## src/inj_timer_pkg.sv

```systemverilog
// constants for the adc injection trigger timer
`default_nettype none
package inj_timer_pkg;
  // ******************************
  // register map (byte addresses)
  // ******************************
  localparam logic [15:0] CTRL_OFFSET   = 16'hC000;
  localparam logic [15:0] START_OFFSET  = 16'hC002;
  localparam logic [15:0] END_OFFSET    = 16'hC004;
  localparam logic [15:0] COUNT_OFFSET  = 16'hC006;
  localparam logic [15:0] ACCESS_OFFSET = 16'hC008;
  // ******************************
  // control field positions
  // ******************************
  localparam int EN_POS   = 0;
  localparam int DIR_POS  = 1;
  localparam int LOAD_POS = 2;
  localparam int CONT_POS = 3;
  localparam int OUTE_POS = 4;
  localparam int CM_POS   = 5;
  localparam int PS_LSB   = 6;
  localparam logic [15:0] CTRL_WMASK  = 16'h03FF;
  localparam logic [15:0] CTRL_RESET  = 16'h0000;
  localparam logic [15:0] VALUE_RESET = 16'h0000;
  // access register: bit 0 ext periph enable, bit 1 periph config enable
  localparam int EXT_PERIPH_ENABLE_BIT_POS = 0;
  localparam int PCFG_POS = 1;
  // ******************************
  // timing
  // ******************************
  localparam int PS_BASE_EXP    = 2;
  localparam int PS_CNT_W       = 18;
  localparam int PULSE_CYCLES   = 2;
  localparam logic [31:0] UNMAPPED_READ = 32'h0000_0000;
endpackage : inj_timer_pkg
`default_nettype wire

```

## src/inj_timer.sv

```systemverilog
// adc injection trigger timer with avalon-mm register slave
//
// Local design decision: the Avalon-MM interface to the registers.
`default_nettype none

// Overview of operation
// timer works and is reachable only when both access enable bits set
// enable low holds count; enable resets to zero
// direction zero decrements before end value; resets to zero
// direction one increments before end value
// at end value with load and continue set, start value is loaded
// at end value, no load, continue set: keep counting past end
// at end value with continue clear the count freezes
// at end value with output enable set, trigger output asserts
// output enable clear keeps trigger output low
// software keeps clock mode clear; counting clock comes from prescaler
// prescaler divides peripheral clock by two to power two plus field
// peripheral clock equals the module clock
// count, start and end values are sixteen bits wide
// period spans four cycles up to two to power thirty-three
// software writes control first without enable, then sets enable
// first counting edge after enable loads start value
// trigger is a two-cycle pulse on rising edge of match
// software changes settings only while stopped, toggling enable alone
// prescaler counter is cleared while disabled
// match compared every cycle, acted on at next counting edge
module inj_timer
  import inj_timer_pkg::*;
#(
  parameter int DATA_W = 16
) (
  input  wire logic        clock_i,                 // peripheral clock, 100 MHz
  input  wire logic        rst_n_i,                 // async reset, active low
  input  wire logic [15:0] avs_address_i,           // byte address
  input  wire logic        avs_read_i,              // read request
  input  wire logic        avs_write_i,             // write request
  input  wire logic [31:0] avs_writedata_i,         // write data
  input  wire logic [3:0]  avs_byteenable_i,        // byte lanes
  output logic      [31:0] avs_readdata_o,          // read data
  output logic             avs_waitrequest_o,       // stall
  output logic             injection_trigger_out_o  // to capture input channel
);

  // ******************************
  // reset release
  // ******************************
  logic rst_meta_q;
  logic rst_sync_q;

  always_ff @(posedge clock_i or negedge rst_n_i)
  begin
    if (!rst_n_i)
    begin
      rst_meta_q <= 1'b0;
      rst_sync_q <= 1'b0;
    end
    else
    begin
      rst_meta_q <= 1'b1;
      rst_sync_q <= rst_meta_q;
    end
  end

  // ******************************
  // state types
  // ******************************
  typedef enum logic [0:0] {
    BUS_IDLE = 1'b0,  // no request being answered
    BUS_ACK  = 1'b1   // waitrequest low this cycle
  } bus_state_t;

  typedef enum logic [1:0] {
    TMR_OFF = 2'b00,  // disabled, divider held clear
    TMR_ARM = 2'b01,  // enabled, waiting for the loading edge
    TMR_RUN = 2'b10   // counting between start and end
  } tmr_state_t;

  // ******************************
  // registers
  // ******************************
  logic [15:0]       timer_control_reg_q;
  logic [DATA_W-1:0] start_value_q;
  logic [DATA_W-1:0] end_value_q;
  logic [DATA_W-1:0] current_count_q;
  logic [1:0]        access_q;
  bus_state_t        bus_state_q;
  bus_state_t        bus_state_d;
  tmr_state_t        tmr_state_q;
  tmr_state_t        tmr_state_d;
  logic [PS_CNT_W-1:0] ps_cnt_q;
  logic              match_q;
  logic [1:0]        pulse_q;

  // merge byte lanes of a 16-bit register
  function automatic logic [15:0] merge16(input logic [15:0] old_v,
                                          input logic [31:0] wd,
                                          input logic [3:0]  be);
    logic [15:0] r;
    r = old_v;
    if (be[0]) r[7:0]  = wd[7:0];
    if (be[1]) r[15:8] = wd[15:8];
    return r;
  endfunction : merge16

  // low-bit mask of the divider: 2**(2+field) - 1
  function automatic logic [PS_CNT_W-1:0] ps_mask(input logic [3:0] field);
    logic [PS_CNT_W-1:0] m;
    m = (PS_CNT_W'(1) << (PS_BASE_EXP + int'(field))) - PS_CNT_W'(1);
    return m;
  endfunction : ps_mask

  logic periph_on;
  logic ack;
  logic bus_req;
  logic wr_take;
  logic rd_take;
  // gated by both enables
  assign periph_on = access_q[EXT_PERIPH_ENABLE_BIT_POS] & access_q[PCFG_POS];
  assign ack       = (bus_state_q == BUS_ACK);
  assign bus_req   = (avs_read_i | avs_write_i) & ~ack;
  // writes land at the edge where the master sees waitrequest low
  assign wr_take   = avs_write_i & ack;
  // read data latched one edge early so it stands at the ack edge
  assign rd_take   = avs_read_i & ~ack;

  // ******************************
  // bus slave: one wait cycle, then ack
  // ******************************
  always_comb
  begin
    bus_state_d = bus_state_q;
    case (bus_state_q)
      BUS_IDLE:
        if (bus_req)
          bus_state_d = BUS_ACK;
      BUS_ACK:
        bus_state_d = BUS_IDLE;
      default:
        bus_state_d = BUS_IDLE;
    endcase
  end

  always_ff @(posedge clock_i or negedge rst_sync_q)
  begin
    if (!rst_sync_q)
      bus_state_q <= BUS_IDLE;
    else
      bus_state_q <= bus_state_d;
  end

  always_ff @(posedge clock_i or negedge rst_sync_q)
  begin
    if (!rst_sync_q)
      avs_waitrequest_o <= 1'b1;
    else
      avs_waitrequest_o <= ~bus_req;
  end

  logic [31:0] rdata_d;
  always_comb
  begin
    rdata_d = UNMAPPED_READ;
    if (avs_address_i == ACCESS_OFFSET)
      rdata_d = {30'h0000_0000, access_q};
    else if (!periph_on)
      rdata_d = UNMAPPED_READ;
    else if (avs_address_i == CTRL_OFFSET)
      rdata_d = {16'h0000, timer_control_reg_q};
    else if (avs_address_i == START_OFFSET)
      rdata_d = {16'h0000, start_value_q};
    else if (avs_address_i == END_OFFSET)
      rdata_d = {16'h0000, end_value_q};
    else if (avs_address_i == COUNT_OFFSET)
      rdata_d = {16'h0000, current_count_q};
    else
      rdata_d = UNMAPPED_READ;
  end

  always_ff @(posedge clock_i or negedge rst_sync_q)
  begin
    if (!rst_sync_q)
      avs_readdata_o <= UNMAPPED_READ;
    else if (rd_take)
      avs_readdata_o <= rdata_d;
  end

  always_ff @(posedge clock_i or negedge rst_sync_q)
  begin
    if (!rst_sync_q)
      access_q <= 2'h0;
    else if (wr_take && avs_address_i == ACCESS_OFFSET && avs_byteenable_i[0])
      access_q <= avs_writedata_i[1:0];
  end

  // enable and other bits reset to zero
  always_ff @(posedge clock_i or negedge rst_sync_q)
  begin
    if (!rst_sync_q)
      timer_control_reg_q <= CTRL_RESET;
    else if (wr_take && periph_on && avs_address_i == CTRL_OFFSET)
      timer_control_reg_q <= merge16(timer_control_reg_q, avs_writedata_i,
                                     avs_byteenable_i) & CTRL_WMASK;
  end

  // sixteen bit start and end values
  always_ff @(posedge clock_i or negedge rst_sync_q)
  begin
    if (!rst_sync_q)
    begin
      start_value_q <= VALUE_RESET;
      end_value_q   <= VALUE_RESET;
    end
    else if (wr_take && periph_on)
    begin
      if (avs_address_i == START_OFFSET)
        start_value_q <= merge16(start_value_q, avs_writedata_i, avs_byteenable_i);
      else if (avs_address_i == END_OFFSET)
        end_value_q <= merge16(end_value_q, avs_writedata_i, avs_byteenable_i);
    end
  end

  // ******************************
  // prescaler and counter
  // ******************************
  logic       enabled;
  logic [3:0] ps_field;
  logic       tick;
  assign enabled  = timer_control_reg_q[EN_POS] & periph_on;
  assign ps_field = timer_control_reg_q[PS_LSB +: 4];
  // divide by 2**(2+field); tick when low bits all ones
  // prescaler runs straight off the module clock
  // clock mode bit ignored, internal clock always used
  assign tick = enabled && ((ps_cnt_q & ps_mask(ps_field)) == ps_mask(ps_field));

  // clear divider while disabled
  always_ff @(posedge clock_i or negedge rst_sync_q)
  begin
    if (!rst_sync_q)
      ps_cnt_q <= '0;
    else if (!enabled)
      ps_cnt_q <= '0;
    else
      ps_cnt_q <= ps_cnt_q + PS_CNT_W'(1);
  end

  // divider is clear on entry to arm, so no tick can come from off
  always_comb
  begin
    tmr_state_d = tmr_state_q;
    case (tmr_state_q)
      TMR_OFF:
        if (enabled)
          tmr_state_d = TMR_ARM;
      TMR_ARM:
        if (!enabled)
          tmr_state_d = TMR_OFF;
        else if (tick)
          tmr_state_d = TMR_RUN;
      TMR_RUN:
        if (!enabled)
          tmr_state_d = TMR_OFF;
      default:
        tmr_state_d = TMR_OFF;
    endcase
  end

  always_ff @(posedge clock_i or negedge rst_sync_q)
  begin
    if (!rst_sync_q)
      tmr_state_q <= TMR_OFF;
    else
      tmr_state_q <= tmr_state_d;
  end

  logic running;
  assign running = (tmr_state_q == TMR_RUN);

  logic at_end;
  // compare every cycle
  assign at_end = (current_count_q == end_value_q);

  logic [DATA_W-1:0] count_d;
  // full span follows from 16-bit count and 4-bit prescaler
  always_comb
  begin
    count_d = current_count_q;
    // hold while disabled
    if (!tick)
      count_d = current_count_q;
    // first edge loads start value
    else if (!running)
      count_d = start_value_q;
    // stop and freeze
    else if (at_end && !timer_control_reg_q[CONT_POS])
      count_d = current_count_q;
    // reload start value
    else if (at_end && timer_control_reg_q[LOAD_POS])
      count_d = start_value_q;
    // count up
    // also past end
    else if (timer_control_reg_q[DIR_POS])
      count_d = current_count_q + DATA_W'(1);
    // count down
    else
      count_d = current_count_q - DATA_W'(1);
  end

  always_ff @(posedge clock_i or negedge rst_sync_q)
  begin
    if (!rst_sync_q)
      current_count_q <= VALUE_RESET;
    else
      current_count_q <= count_d;
  end

  // ******************************
  // trigger output
  // ******************************
  always_ff @(posedge clock_i or negedge rst_sync_q)
  begin
    if (!rst_sync_q)
      match_q <= 1'b0;
    else
      match_q <= at_end & running;
  end

  // two-cycle pulse on match rising edge
  always_ff @(posedge clock_i or negedge rst_sync_q)
  begin
    if (!rst_sync_q)
      pulse_q <= 2'h0;
    else if (at_end && running && !match_q)
      pulse_q <= 2'(PULSE_CYCLES);
    else if (pulse_q != 2'h0)
      pulse_q <= pulse_q - 2'h1;
  end

  // assert on match when enabled; R9: low otherwise
  always_ff @(posedge clock_i or negedge rst_sync_q)
  begin
    if (!rst_sync_q)
      injection_trigger_out_o <= 1'b0;
    else
      injection_trigger_out_o <= timer_control_reg_q[OUTE_POS] & enabled &
                                 (pulse_q != 2'h0);
  end

endmodule : inj_timer
`default_nettype wire

```

## config.mk

```make
export PLATFORM = sky130hd
export DESIGN_NAME = inj_timer
export DESIGN_NICKNAME = d
export VERILOG_FILES = /design/src/inj_timer_pkg.sv /design/src/inj_timer.sv
export SDC_FILE = /design/constraint.sdc
export NUM_CORES = 1
export LEC_CHECK = 0
export ABC_AREA = 1
export BUFFER_PORTS_ARGS = -buffer_cell sky130_fd_sc_hd__buf_4
export CORE_ASPECT_RATIO = 0.75
export CORE_MARGIN = 5
export CORE_UTILIZATION = 50
export CTS_BUF_LIST = sky130_fd_sc_hd__clkbuf_16
export CTS_CLUSTER_SIZE = 28
export DETAILED_ROUTE_END_ITERATION = 6
export PLACE_DENSITY = 0.74
export SYNTH_ARGS = -nofsm -noshare
export SYNTH_HDL_FRONTEND = slang
export SYNTH_SLANG_ARGS = --single-unit
```

## constraint.sdc

```tcl
create_clock -name clock_i -period 4.1 [get_ports clock_i]
set_input_delay 0.205 -clock clock_i [delete_from_list [all_inputs] [get_ports clock_i]]
set_output_delay 0.205 -clock clock_i [all_outputs]
set_load 0.005 [all_outputs]
```

# Word level (Yosys, flattened, before mapping)
# Cells that the tools add are included.
# word_totals
reg_bits,120
out_inout_bits,34
wordCells,93
# classes
add_sub_neg,6
n_eq_ne,13
shift,1
muxes,20
bitwise_logic,13
reduce_logical,22
# ops
op,n
$mux 16,10
$eq 16x16->1 const B,5
$add 18x1->18 const B,1
$and 18x18->18,1
$eq 18x18->1,1
$mux 18,1
$shl 1x5->18 const A,1
$sub 18x2->18 const B,1
$add 16x1->16 const B,1
$eq 16x16->1,1
$sub 16x1->16 const B,1
$mux 2,6
$logic_and 1x1->1,9
$reduce_and 3->1,3
$and 1x1->1,8
$reduce_and 4->1,2
$ne 2x2->1 const B,3
$pmux 2 s3,1
$reduce_and 2->1,3
$add 2x4->5 const A,1
$reduce_bool 2->1,2
$ne 3x3->1 const B,1
$not 1->1,3
$eq 2x1->1 const B,1
7 further kinds,8

# Longest topological paths before layout
# logic_depth
ltp_word,9
depth_mapped,19
ltp_nobuf,18

# Worst setup path before layout
# No wires, ideal clock.
# synth_path
path_kind,register to register
startpoint,register timer_control_reg_q[7]
endpoint,register current_count_q[4]
setup_time_ns,0.117
arrival_time_ns,2.428
required_ns,3.983
slack_ns,1.556
stages_incl_launch_ff,19
cell_sequence,dfrtp_1 > ha_1 > inv_2 > nand3_1 > inv_1 > nand2_2 > ha_1 > nor2_1 > nor2_1 > nand2_1 > nor2_1 > nand3_1 > nor2_1 > nand4_2 > nor2_4 > nand2_4 > buf_6 > nand2_1 > nand2_1
# synth_via
elab_chain_cells,7
# synth_lines
element,line_no,text
"start, declared",inj_timer.sv:81,logic [15:0] timer_control_reg_q;
"start signal, assigned",inj_timer.sv:201,"timer_control_reg_q <= merge16(timer_control_reg_q, avs_writedata_i,"
$add 2x4->5 *,inj_timer.sv:108,m = (PS_CNT_W'(1) << (PS_BASE_EXP + int'(field))) - PS_CNT_W'(1);
$shl 1x5->18 *,inj_timer.sv:108,
$sub 18x2->18 *,inj_timer.sv:108,
$and 18x18->18,inj_timer.sv:233,assign tick = enabled && ((ps_cnt_q & ps_mask(ps_field)) == ps_mask(ps_field));
$eq 18x18->1 *,inj_timer.sv:233,
$logic_and 1x1->1 *,inj_timer.sv:233,
$reduce_and 2->1 (no source line) *,-,
"end signal, assigned",inj_timer.sv:313,current_count_q <= count_d;
"end, declared",inj_timer.sv:84,logic [DATA_W-1:0] current_count_q;
# Mark *: on every way between the ends. The rest lies on a longest branch, timed or not.
# A chain may end at the register's enable or synchronous reset.

# Worst setup path after layout
# layout_path
startpoint,register timer_control_reg_q[7]
endpoint,register current_count_q[14]
# Same word-level chain as after synthesis.

==> summary.txt <==
Synth
  – Xor/xnor share of the synthesized area: about 1.8%
  – Largest family of logic cells by synthesized area: simple AND/OR/NAND/NOR gates
  – Synth Area in Simple Gates: approximately 33%
  – Synth cell types: 41
  – Synthesized-area fraction occupied by adder cells: 3.67%
  – Post-synthesis sequential area ratio: between 30% and 40%
  – Cells after Synth: about 960
  – Synth warn: 0
  – #FFs+latches synth: 104
  – Compound-gate portion of the synthesized area: 11.7%
  – Mux contribution to synthesized area: 0%
  – Synthesized area: approximately 6700 um^2
  – Mean post-synth cell area: between 6 and 7 um^2

Power
  – Power share of the clock group: ~41%
  – Leak pwr: 3.92 nW
  – Peak VDD IR: 0.000205 V
  – Sw Pwr: approximately 0.00045 W
  – Sw frac: 23.3%
  – Flop pwr share: approximately 55%
  – Pint: ~0.0015 W
  – Cell Pwr Density: roughly 260 nW/um^2
  – Logic gate share of total power: under 10%

Run status
  – Status: finished clean

Drt
  – Wirelength per Cell: ~15 um
  – Via Count: 6,249
  – Remaining DRCs: 0
  – Initial DRC Count: 567
  – Total Wirelength: approximately 18,000 um
  – 1st-pass router iterations: 5
  – DRT antenna net count: 0
  – Vias per inst: roughly 5.3

STA
  – Setup violations, final: 0
  – Maximum clock rate: 0.315 GHz
  – Min cycle time layout: around 3.2 ns
  – Final hold vios: 0
  – Max Transition Viols Final: 0
  – RSZ-0062 raised after global routing: false
  – Setup TNS Final: 0 ns
  – Worst-Margin Slew: 1.03 ns
  – Worst relative slew slack: 31.5%
  – Final period utilization: roughly 77%
  – Clock skew: slightly above 0.007 ns

Die
  – Die X: 144 um
  – Core box area: about 13,000 um^2
  – Starting density of the core: between 50% and 60%
  – Die area: between 15,000 and 20,000 um^2
  – Ports: 90
  – Die height: ~110 um
  – FP Rows: 36

Setup path
  – CP max FO: 16
  – CP endpoint kind: register
  – Crit path kind: register to register
  – CP required: about 4.3 ns
  – CP arrival: approximately 3.4 ns
  – Worst setup SP type: register

Cells and area
  – Final Util: between 50% and 60%
  – ANT cells: 0
  – Final instance area: around 7500 um^2
  – Syn-to-layout area delta: 11.5%
  – Post-layout net count: roughly 1,100
  – Layout Cells excl Fill: between 1,000 and 1,500
  – Fillers: 1,285
  – Share of cells above drive strength 1: under 10%

Place
  – Placed instance count: roughly 1,200
  – Number of buffers added on ports: between 50 and 60
  – Placed cell area: 7180 um^2
  – Post-DP HPWL: around 13,000 um
  – RePlAce Congestion: ~0.94

GRT
  – All-Layer GR Usage: 23.1%
  – Vias in the first global route: between 5,000 and 6,000
  – Congestion Overflow GR: 0
  – Largest net degree at the start of global routing: 80
  – Initial antenna violation count: 1
  – First-pass GRT wire length: between 20,000 and 30,000 um

Hold path
  – Hold Path Class: input port to register

Clock network
  – CTS H-tree depth: 3
  – CTS tree: done
  – TritonCTS Buffers: 9
  – CTS Buffer Depth: 2
  – Clock Latency Late Sink: between 0.3 and 0.4 ns
  – Gates resized, CTS repair: 0
  – CTS clk-pin slew, worst paths: about 0.07 ns
  – Clk sinks: 104
  – CTS Root Cell: clkbuf_16

Flow run
  – Maximum capacitance violations: 0
[what timing repair did]
| item | CTS | global route |
|---|---|---|
| buffers inserted | 0 | 0 |
| hold buffers | 1 | 0 |
| endpoints found under the hold margin | 2 | 0 |
[sequential cells by signal, summed over array words and instances (netlist names)]
signal	count
ack	1
start_value_q	16
ps_cnt_q	18
timer_control_reg_q	10
avs_readdata_o	16
pulse_q	2
avs_waitrequest_o	1
rst_sync_q	1
current_count_q	16
tmr_state_q	2
end_value_q	16
access_q	2
rst_meta_q	1
match_q	1
injection_trigger_out_o	1
[path summary, 6_finish.rpt]
path,startpoint,to,slack [ns],cells after the start
max in group asynchronous,rst_sync_q,ps_cnt_q[13],2.68,1
min in group asynchronous,rst_n_i,rst_sync_q,0.18,2
hold / removal,avs_writedata_i[4],end_value_q[4],0.14,3
setup reg to reg,timer_control_reg_q[7],current_count_q[14],0.93,18
setup / recovery,timer_control_reg_q[7],current_count_q[14],0.93,18
hold reg to reg,rst_meta_q,rst_sync_q,0.36,0
[logic make-up (layout without fill, tap and decap cells)]
| logic type | count (synthesis) | count (layout) |
|---|---|---|
| compound gates | 139 | 139 |
| xor+xnor | 14 | 14 |
| fa+ha+maj | 19 | 19 |
| buf+inv | 165 | 207 |
| flops | 104 | 104 |
| other cells | 2 | 17 |
| simple gates | 513 | 513 |
[cell type report]
type / instances / area (um^2) / share of cell area [%]
clock buffers: 9 / 225 / 3.02
clock inverters: 7 / 40.0 / 0.537
inverters: 133 / 499 / 6.69
multi-input cells: 702 / 3430 / 46.0
flip-flops and latches: 104 / 2610 / 35.0
well taps: 171 / 214 / 2.87
repair buffers: 58 / 438 / 5.87
[metrics by stage]
| stage | hold WS, ns | total power [W] | worst slack (ns) |
|---|---|---|---|
| floorplan | -0.0906 | 0.00111 | 0.990 |
| detailed placement | -0.0106 | 0.00116 | 1.02 |
| finish | 0.136 | 0.00192 | 0.927 |
| global route | 0.139 | 0.00200 | 0.668 |
| global placement | -0.0114 | 0.00115 | 1.03 |
| CTS | 0.125 | 0.00194 | 0.991 |
[critical path: stages (launching register included)]
cell and delay, ns:
dfrtp_1 0.51, ha_1 0.30, inv_2 0.06, nand2_1 0.10
nand2_4 0.10, nor2_4 0.14, nand4_1 0.11, ha_1 0.30
nor2_1 0.04, nor2_1 0.10, nand2_1 0.05, nor2_1 0.12
nand3_1 0.08, nor2_1 0.11, nand4_2 0.13, nor2_4 0.39
nand2_4 0.23, nand2_1 0.11, nand2_1 0.06
[power groups by stage]
stage	combinational [W]	sequential (W)	clock, W
2_1_floorplan	0.0000401	0.00107	0
3_3_place_gp	0.0000830	0.00107	0
3_5_place_dp	0.0000834	0.00107	0
4_1_cts	0.0000845	0.00105	0.000801
5_1_grt	0.0000937	0.00105	0.000849
6_report	0.0000847	0.00105	0.000788
[placed cells by master (no fill, tap or decap), types with 4 or more instances in the layout]
master,Yosys,routed
nor3_1,14,14
nand4_1,14,14
xnor2_1,7,7
a22o_1,4,4
a21oi_1,30,30
nor2_4,5,5
nand2_2,6,6
o21ai_1,16,16
xor2_1,7,7
nor2_1,92,92
o22ai_1,5,5
o221ai_1,4,4
o211ai_1,10,10
inv_2,4,4
conb_1,2,17
inv_1,129,130
dfrtp_1,103,102
nand3_1,72,72
ha_1,18,18
nand3b_1,7,7
o21ai_0,61,61
clkbuf_16,0,9
nand2_1,292,292
buf_4,17,57
[Yosys cell counts]
master | count | area (um^2)
nand3_1 | 72 | 360
a31o_2 | 1 | 8.76
nand2_4 | 2 | 22.5
nor2_4 | 5 | 56.3
inv_1 | 129 | 484
buf_6 | 2 | 22.5
fa_1 | 1 | 20.0
a211oi_1 | 1 | 7.51
a221oi_1 | 1 | 8.76
a21oi_1 | 30 | 150
o22ai_1 | 5 | 31.3
o21ai_0 | 61 | 305
o221ai_1 | 4 | 35.0
or2_2 | 1 | 6.26
a22o_1 | 4 | 35.0
o21bai_1 | 3 | 22.5
a21o_1 | 1 | 7.51
nand3_2 | 3 | 30.0
ha_1 | 18 | 225
dfrtp_1 | 103 | 2580
nor3_1 | 14 | 70.1
clkbuf_1 | 8 | 30.0
nand4_1 | 14 | 87.6
nor2_1 | 92 | 345
nor2_2 | 1 | 6.26
buf_4 | 17 | 128
xnor2_1 | 7 | 61.3
o211ai_1 | 10 | 75.1
a31oi_1 | 2 | 12.5
o21ai_1 | 16 | 80.1
nor3_4 | 2 | 32.5
nand4_2 | 1 | 12.5
nand3b_1 | 7 | 52.6
nand2_1 | 292 | 1100
xor2_1 | 7 | 61.3
buf_2 | 5 | 25.0
dfstp_2 | 1 | 26.3
inv_2 | 4 | 15.0
and3_1 | 1 | 6.26
nand2_2 | 6 | 37.5
conb_1 | 2 | 7.51
[per-layer routing]
| metal | global-route usage, % | vias up | share of wire [%] | wire length [um] |
|---|---|---|---|---|
| li1 | - | 3143 | - | - |
| met1 | 36.4 | 2842 | 50 | 8820 |
| met2 | 33.3 | 240 | 41 | 7210 |
| met3 | 4.70 | 22 | 8.0 | 1410 |
| met4 | 3.16 | 2 | 0.96 | 169 |
| met5 | 0 | - | 0.074 | 13 |
No activity file was read; power rests on OpenSTA's default activity.
